File: src/rtl/ripc_regs.vh
// Constants for the reset, interrupt and bus-clock pin control block.
// Assumes one 40 MHz clock (ref_clk), the external clock input itself.
`ifndef RIPC_REGS_VH
`define RIPC_REGS_VH

// Operating modes, as strapped on the mode pins
`define RIPC_MODE_NORM_SC 2'h0
`define RIPC_MODE_SPEC_SC 2'h1
`define RIPC_MODE_SPEC_PER 2'h2
`define RIPC_MODE_EXPANDED 2'h3

// Reset vector selection
`define RIPC_VEC_RESET 2'h0
`define RIPC_VEC_WATCHDOG 2'h1
`define RIPC_VEC_CLKMON 2'h2

// Timing in bus-clock cycles
`define RIPC_DRIVE_CYC 5'h10
`define RIPC_SAMPLE_CYC 5'h08
`define RIPC_EXT_HOLD_CYC 6'h20

// Reset sequencer states
`define RIPC_ST_IDLE 2'h0
`define RIPC_ST_DRIVE 2'h1
`define RIPC_ST_WAIT 2'h2
`define RIPC_ST_DONE 2'h3

`endif

File: src/rtl/ripc_top.v
// Reset, maskable-interrupt and bus-clock pin control.
// Assumes ref_clk is the external clock input; pins arrive asynchronous
// and are synchronised here. Software controls are plain ports.
`timescale 1ns/1ps
`default_nettype none
`include "ripc_regs.vh"

module ripc_top (
   input wire ref_clk,
   input wire rstn,
   input wire resetPinIn,
   output reg resetPinOut,
   output reg resetPinOe,
   output reg coreResetN,
   output reg [1:0] resetVector,
   output reg resetVectorValid,
   input wire watchdogFail,
   input wire clkMonFail,
   input wire [1:0] modePins,
   output reg [1:0] opMode,
   input wire busClockIn,
   output reg busClockOut,
   output reg busClockOe,
   output reg busTick,
   input wire clkOutWr,
   input wire clkOutOn,
   input wire stopMode,
   input wire stretchEn,
   input wire [1:0] stretchCycles,
   input wire slowAccess,
   input wire irqPin,
   input wire intCtlWr,
   input wire intCtlEdge,
   input wire condFlagsWr,
   input wire condFlagsMask,
   input wire irqAck,
   output reg irqEdgeMode,
   output reg irqMasked,
   output reg irqLevel,
   output reg irqRequest
);
   //***************************************************************
   // Reset pin: asynchronous entry, synchronous exit
   //***************************************************************
   reg rstMeta_q;
   reg rstSync_q;
   reg pinMeta_q;
   reg pinSync_q;
   wire seqPinOe;
   wire seqBusy;
   wire [1:0] seqVec;
   wire seqVecValid;

   // A dead clock must not stop the core entering reset
   always @(posedge ref_clk or negedge resetPinIn) begin
      if (!resetPinIn) begin
         rstMeta_q <= 1'b0;
         rstSync_q <= 1'b0;
      end else begin
         rstMeta_q <= 1'b1;
         rstSync_q <= rstMeta_q;
      end
   end

   always @(posedge ref_clk) begin
      pinMeta_q <= resetPinIn;
      pinSync_q <= pinMeta_q;
   end

   always @(posedge ref_clk or negedge resetPinIn) begin
      if (!resetPinIn) begin
         coreResetN <= 1'b0;
      end else begin
         coreResetN <= rstSync_q & rstn & ~seqBusy;
      end
   end

   ripc_rst_seq uSeq (
      .ref_clk(ref_clk),
      .rstn(rstn),
      .busTick(busTick),
      .watchdogFail(watchdogFail),
      .clkMonFail(clkMonFail),
      .pinLevel(pinSync_q),
      .pinOe(seqPinOe),
      .seqBusy(seqBusy),
      .vecSel(seqVec),
      .vecValid(seqVecValid)
   );

   always @(posedge ref_clk) begin
      if (!rstn) begin
         resetPinOut <= 1'b0;
         resetPinOe <= 1'b0;
         resetVector <= `RIPC_VEC_RESET;
         resetVectorValid <= 1'b0;
      end else begin
         // Open drain: the pin level is only ever driven low
         resetPinOut <= 1'b0;
         resetPinOe <= seqPinOe;
         if (seqVecValid) begin
            resetVector <= seqVec;
            resetVectorValid <= 1'b1;
         end else if (!rstSync_q && !seqBusy) begin
            // Pin pulled low from outside with no internal cause
            resetVector <= `RIPC_VEC_RESET;
            resetVectorValid <= 1'b1;
         end
      end
   end

   //***************************************************************
   // Mode straps, caught while the core is held in reset
   //***************************************************************
   reg [1:0] modeMeta_q;
   reg [1:0] modeSync_q;

   always @(posedge ref_clk) begin
      modeMeta_q <= modePins;
      modeSync_q <= modeMeta_q;
   end

   always @(posedge ref_clk) begin
      if (!rstn || !coreResetN) begin
         opMode <= modeSync_q;
      end
   end

   //***************************************************************
   // Bus clock: half the reference rate, stretchable, stoppable; in peripheral mode ticks follow the external clock instead
   //***************************************************************
   reg extMeta_q;
   reg extSync_q;
   reg extPrev_q;
   reg [1:0] stretch_q;
   wire peripheral = (opMode == `RIPC_MODE_SPEC_PER);
   wire extFall = extPrev_q & ~extSync_q;
   wire holdHigh = stretchEn & slowAccess & (stretch_q != 2'h0);

   always @(posedge ref_clk) begin
      extMeta_q <= busClockIn;
      extSync_q <= extMeta_q;
      extPrev_q <= extSync_q;
   end

   always @(posedge ref_clk) begin
      if (!rstn) begin
         busClockOut <= 1'b0;
         busTick <= 1'b0;
         stretch_q <= 2'h0;
      end else if (peripheral) begin
         // Timing follows the bus clock supplied from outside
         busClockOut <= 1'b0;
         busTick <= extFall;
         stretch_q <= 2'h0;
      end else if (stopMode) begin
         busClockOut <= 1'b0;
         busTick <= 1'b0;
         stretch_q <= 2'h0;
      end else if (!busClockOut) begin
         busClockOut <= 1'b1;
         busTick <= 1'b0;
         stretch_q <= stretchCycles;
      end else if (holdHigh) begin
         // Extra high time per stretch count, at the reference rate
         stretch_q <= stretch_q - 2'h1;
         busTick <= 1'b0;
      end else begin
         busClockOut <= 1'b0;
         busTick <= 1'b1;
      end
   end

   // Output enable chosen per mode while in reset, software after except in peripheral mode, where it stays off
   always @(posedge ref_clk) begin
      if (!rstn || !coreResetN) begin
         case (modeSync_q)
            `RIPC_MODE_NORM_SC: busClockOe <= 1'b0;
            `RIPC_MODE_SPEC_SC: busClockOe <= 1'b1;
            `RIPC_MODE_SPEC_PER: busClockOe <= 1'b0;
            default: busClockOe <= 1'b1;
         endcase
      end else if (peripheral) begin
         busClockOe <= 1'b0;
      end else if (clkOutWr) begin
         busClockOe <= clkOutOn;
      end
   end

   //***************************************************************
   // Maskable interrupt pin
   //***************************************************************
   reg irqMeta_q;
   reg irqSync_q;
   reg irqPrev_q;
   reg pending_q;
   wire irqFall = irqPrev_q & ~irqSync_q;

   always @(posedge ref_clk) begin
      irqMeta_q <= irqPin;
      irqSync_q <= irqMeta_q;
      irqPrev_q <= irqSync_q;
   end

   always @(posedge ref_clk) begin
      if (!rstn || !coreResetN) begin
         irqEdgeMode <= 1'b0;
         irqMasked <= 1'b1;
         pending_q <= 1'b0;
         irqLevel <= 1'b1;
         irqRequest <= 1'b0;
      end else begin
         irqLevel <= irqSync_q;
         if (intCtlWr) begin
            irqEdgeMode <= intCtlEdge;
         end
         if (condFlagsWr) begin
            irqMasked <= condFlagsMask;
         end
         // A fresh edge in the acknowledge cycle stays pending
         if (irqEdgeMode && irqFall) begin
            pending_q <= 1'b1;
         end else if (irqAck || !irqEdgeMode) begin
            pending_q <= 1'b0;
         end
         irqRequest <= ~irqMasked &
            (irqEdgeMode ? pending_q : ~irqSync_q);
      end
   end
endmodule // ripc_top

`default_nettype wire

File: src/rtl/ripc_rst_seq.v
// Internal-reset sequencer: drives the reset pin low, releases it,
// samples it and picks the reset vector. Counts bus-clock ticks.
`timescale 1ns/1ps
`default_nettype none
`include "ripc_regs.vh"

module ripc_rst_seq (
   input wire ref_clk,
   input wire rstn,
   input wire busTick,
   input wire watchdogFail,
   input wire clkMonFail,
   input wire pinLevel,
   output reg pinOe,
   output reg seqBusy,
   output reg [1:0] vecSel,
   output reg vecValid
);
   localparam [1:0] ST_IDLE = `RIPC_ST_IDLE;
   localparam [1:0] ST_DRIVE = `RIPC_ST_DRIVE;
   localparam [1:0] ST_WAIT = `RIPC_ST_WAIT;
   localparam [1:0] ST_DONE = `RIPC_ST_DONE;

   reg [1:0] state_q;
   reg [4:0] cnt_q;
   reg cause_q;

   always @(posedge ref_clk) begin
      if (!rstn) begin
         state_q <= ST_IDLE;
         cnt_q <= 5'h00;
         cause_q <= 1'b0;
         pinOe <= 1'b0;
         seqBusy <= 1'b0;
         vecSel <= `RIPC_VEC_RESET;
         vecValid <= 1'b0;
      end else begin
         case (state_q)
            ST_IDLE: begin
               vecValid <= 1'b0;
               if (watchdogFail || clkMonFail) begin
                  // Watchdog wins when both fail in the same cycle
                  cause_q <= ~watchdogFail;
                  state_q <= ST_DRIVE;
                  pinOe <= 1'b1;
                  seqBusy <= 1'b1;
                  cnt_q <= 5'h00;
               end
            end
            ST_DRIVE: begin
               if (busTick) begin
                  if (cnt_q == `RIPC_DRIVE_CYC - 5'h01) begin
                     pinOe <= 1'b0;
                     cnt_q <= 5'h00;
                     state_q <= ST_WAIT;
                  end else begin
                     cnt_q <= cnt_q + 5'h01;
                  end
               end
            end
            ST_WAIT: begin
               if (busTick) begin
                  if (cnt_q == `RIPC_SAMPLE_CYC - 5'h01) begin
                     state_q <= ST_DONE;
                     if (pinLevel) begin
                        vecSel <= cause_q ? `RIPC_VEC_CLKMON
                                          : `RIPC_VEC_WATCHDOG;
                     end else begin
                        vecSel <= `RIPC_VEC_RESET;
                     end
                  end else begin
                     cnt_q <= cnt_q + 5'h01;
                  end
               end
            end
            ST_DONE: begin
               vecValid <= 1'b1;
               seqBusy <= 1'b0;
               state_q <= ST_IDLE;
            end
            default: begin
               state_q <= ST_IDLE;
            end
         endcase
      end
   end
endmodule // ripc_rst_seq

`default_nettype wire

File: config.mk
export PLATFORM = sky130hd
export DESIGN_NAME = ripc_top
export DESIGN_NICKNAME = d
export VERILOG_FILES = /design/src/rtl/ripc_top.v /design/src/rtl/ripc_rst_seq.v
export VERILOG_INCLUDE_DIRS = /design/src /design/src/rtl
export SDC_FILE = /design/constraint.sdc
export NUM_CORES = 1
export LEC_CHECK = 0
export ABC_AREA = 1
export BUFFER_PORTS_ARGS = -buffer_cell sky130_fd_sc_hd__buf_2
export CORE_AREA = 2 2 88 90
export CTS_CLUSTER_DIAMETER = 30
export DETAILED_ROUTE_END_ITERATION = 12
export DIE_AREA = 0 0 90 92
export SLEW_MARGIN = 20
export SYNTH_ARGS = -nofsm -noshare
export SYNTH_HDL_FRONTEND = slang
export SYNTH_SLANG_ARGS = --single-unit
File: constraint.sdc
create_clock -name ref_clk -period 2.27 [get_ports ref_clk]
set_input_delay 0.681 -clock ref_clk [delete_from_list [all_inputs] [get_ports ref_clk]]
set_output_delay 0.681 -clock ref_clk [all_outputs]
set_load 0.01 [all_outputs]
==> impl_metrics.tcl <==
set metrics [dict create \
    outcome "finished clean" \
    slew_viol_final 0 \
    hpwl_mm 2.49 \
    dpl_cell_area_sq_mm 0.00205 \
    synth_fa_ha_area_share_pct 5.66 \
    post_cts_buffers 0 \
    setup_slack_ps 633 \
    detail_route.wl_per_cell_microns 9.09 \
    min_path_type "in -> async" \
    die_h_microns 92 \
    hold_buffers 0 \
    rows 32 \
    synthesis.nets 244 \
    drc 0 \
    fin_cells 357 \
    nets 283 \
    clock_latency_ps 300 \
    cp.arrival_ps 1830 \
    synth.distinct_cells 31 \
    routed_via_density 3.98 \
    grt_max_degree 16 \
    final_common_cell "nand2_1" \
    clock_path_buffers 2 \
    n_antenna_cell 0 \
    worst_clock_skew_ps 9.83 \
    hold_viol 0 \
    globalplace.congestion 0.783 \
    synthXorXnorAreaFrac_pct 0 \
    reg2reg_from "uSeq.cnt_q[1]" \
    design_power_total_mw 2.35 \
    setup_violations 0 \
    synth.ff_latch_count 44 \
    whs_ps 162 \
    grt_overflow 0 \
    dp.cells 349 \
    synth_warnings 0 \
    firstDrtPassIters 4 \
    cts-buffers-inserted 5 \
    worstSetupEndpointType "register" \
    h-tree-depth 2 \
    start_util_pct 23.8 \
    cts_num_sinks 44 \
    power.density_mw_per_mm2 1100 \
    grt_pass1_wl_mm 5.71 \
    cts_tree "done" \
    grt_pass1_vias 1377 \
    avgSynthCellArea_sq_um 8.23 \
    startpoint "uSeq.cnt_q[1]" \
    drive_gt1_share_pct 20.8 \
    path_max_fanout 3 \
    synth_top_family_by_area "simple AND/OR/NAND/NOR gates" \
    final_core_util_pct 28.8 \
    dr_total_vias 1420 \
    area_growth_syn_to_layout_pct 21.1 \
    synth_compound_area_share_pct 9.19 \
    syn_inst 215 \
    fin_crit_ps 1640 \
    place.port_buffers 34 \
    ant_nets 0 \
    startpoint_type "register" \
    drt_first_iter_violations 61 \
    muxShareOfSynthArea_pct 0.636 \
    peakVddDrop_v 0.000556 \
    max_freq_ghz 0.611 \
    final_area_sq_mm 0.00214 \
    pre_cts_ws_ps 548 \
    die_area_sq_mm 0.00828 \
    synthSimpleGateAreaFrac_pct 22.9 \
    power_leakage_nw 1.02 \
    rsz0062_at_grt "no" \
    antenna_found_initial 0 \
    synth_area_sq_mm 0.00177 \
    cts-root-buf "clkbuf_8" \
    grtUsageTotal_pct 8.47 \
    clkTransAtPathRegs_ps 90 \
    path_class "reg -> reg" \
    pin_count 36 \
    cts_resized 0 \
    core_sq_mm 0.00745 \
    synth_seq_area_share_pct 52.3 \
    drt_wl_total_mm 3.25 \
    layout_common_cells "nand2_1, dfxtp_1, buf_2" \
    fin_tns_setup_ps 0 \
    maxCapViolations 0 \
    finalCritPeriodShare_pct 72.1 \
    die-width_microns 90 \
    critPathRequiredTime_ps 2470 \
]
-- critical path, cell delays in order, from the launching register on --
cell and delay (ps):
dfxtp_1 360, ha_1 180, nand2_1 90, nor2_1 140
ha_1 160, inv_1 50, nand2_2 70, nand2_1 60
nand2_1 80, clkinv_1 120, nand2_1 80, nand2_1 50
nand2_1 60, nor2_1 40
-- cells in the mapped netlist, drive strengths merged --
cell type | instances | area share (%)
o21ai | 10 | 3.5
a221oi | 1 | 0.50
o22ai | 1 | 0.35
or2 | 1 | 0.35
dfrtp | 3 | 4.2
nand2 | 50 | 11
nor3 | 2 | 0.85
inv | 35 | 7.4
mux2 | 1 | 0.64
nand3 | 9 | 3.1
buf | 1 | 0.42
nand4 | 2 | 0.71
conb | 2 | 0.42
a32oi | 1 | 0.50
a2111oi | 1 | 0.85
clkinv | 1 | 0.21
dfxtp | 38 | 43
nand3b | 1 | 0.42
o31ai | 1 | 0.42
nor2 | 31 | 6.7
ha | 8 | 5.7
clkbuf | 1 | 0.78
a21oi | 11 | 3.1
edfxtp | 3 | 5.1
-- flip-flops by register name, summed over array words and instances (netlist names), 2 cells and up --
signal / cells
modeSync_q: 2
uSeq.state_q: 2
modeMeta_q: 2
stretch_q: 2
opMode: 2
uSeq.cnt_q: 5
resetVector: 2
uSeq.vecSel: 2
-- area by class of cell --
type | instances | area, sq um
clock buffer | 6 | 82.6
clock inverter | 2 | 13.8
fill | 844 | 5310
inverter | 36 | 135
multi-input combinational | 133 | 687
sequential | 44 | 926
tap | 102 | 128
timing repair buffer | 34 | 170
-- logic make-up after synthesis --
kind of cell | after synthesis
AND/OR/NAND/NOR | 96
flip-flops | 44
buffers and inverters | 38
AO/OA/AOI/OAI | 26
adder cells (fa/ha/maj) | 8
other | 2
multiplexers | 1
-- layer usage --
layer	share of wire, %	vias up	global-route usage (%)
met5	0	-	0
met4	1.6	0	3.46
met3	5.5	7	2.63
met2	45	35	14.8
met1	48	637	9.57
li1	-	741	-
-- report_power, final --
| group | switching [mW] | total, mW | internal [mW] |
|---|---|---|---|
| sequential | 0.0787 | 0.980 | 0.901 |
| clock | 0.268 | 0.517 | 0.249 |
| combinational | 0.545 | 0.856 | 0.311 |
-- final timing paths --
check,to,slack [ps],cells past startpoint
max,uSeq.cnt_q[2],630,13
min,coreResetN,160,1
max in group asynchronous,rstSync_q,1980,1
min in group ref_clk,irqSync_q,330,0
max reg2reg,uSeq.cnt_q[2],630,13
min reg2reg,irqSync_q,330,0
Power figures use the tool's default switching activity.
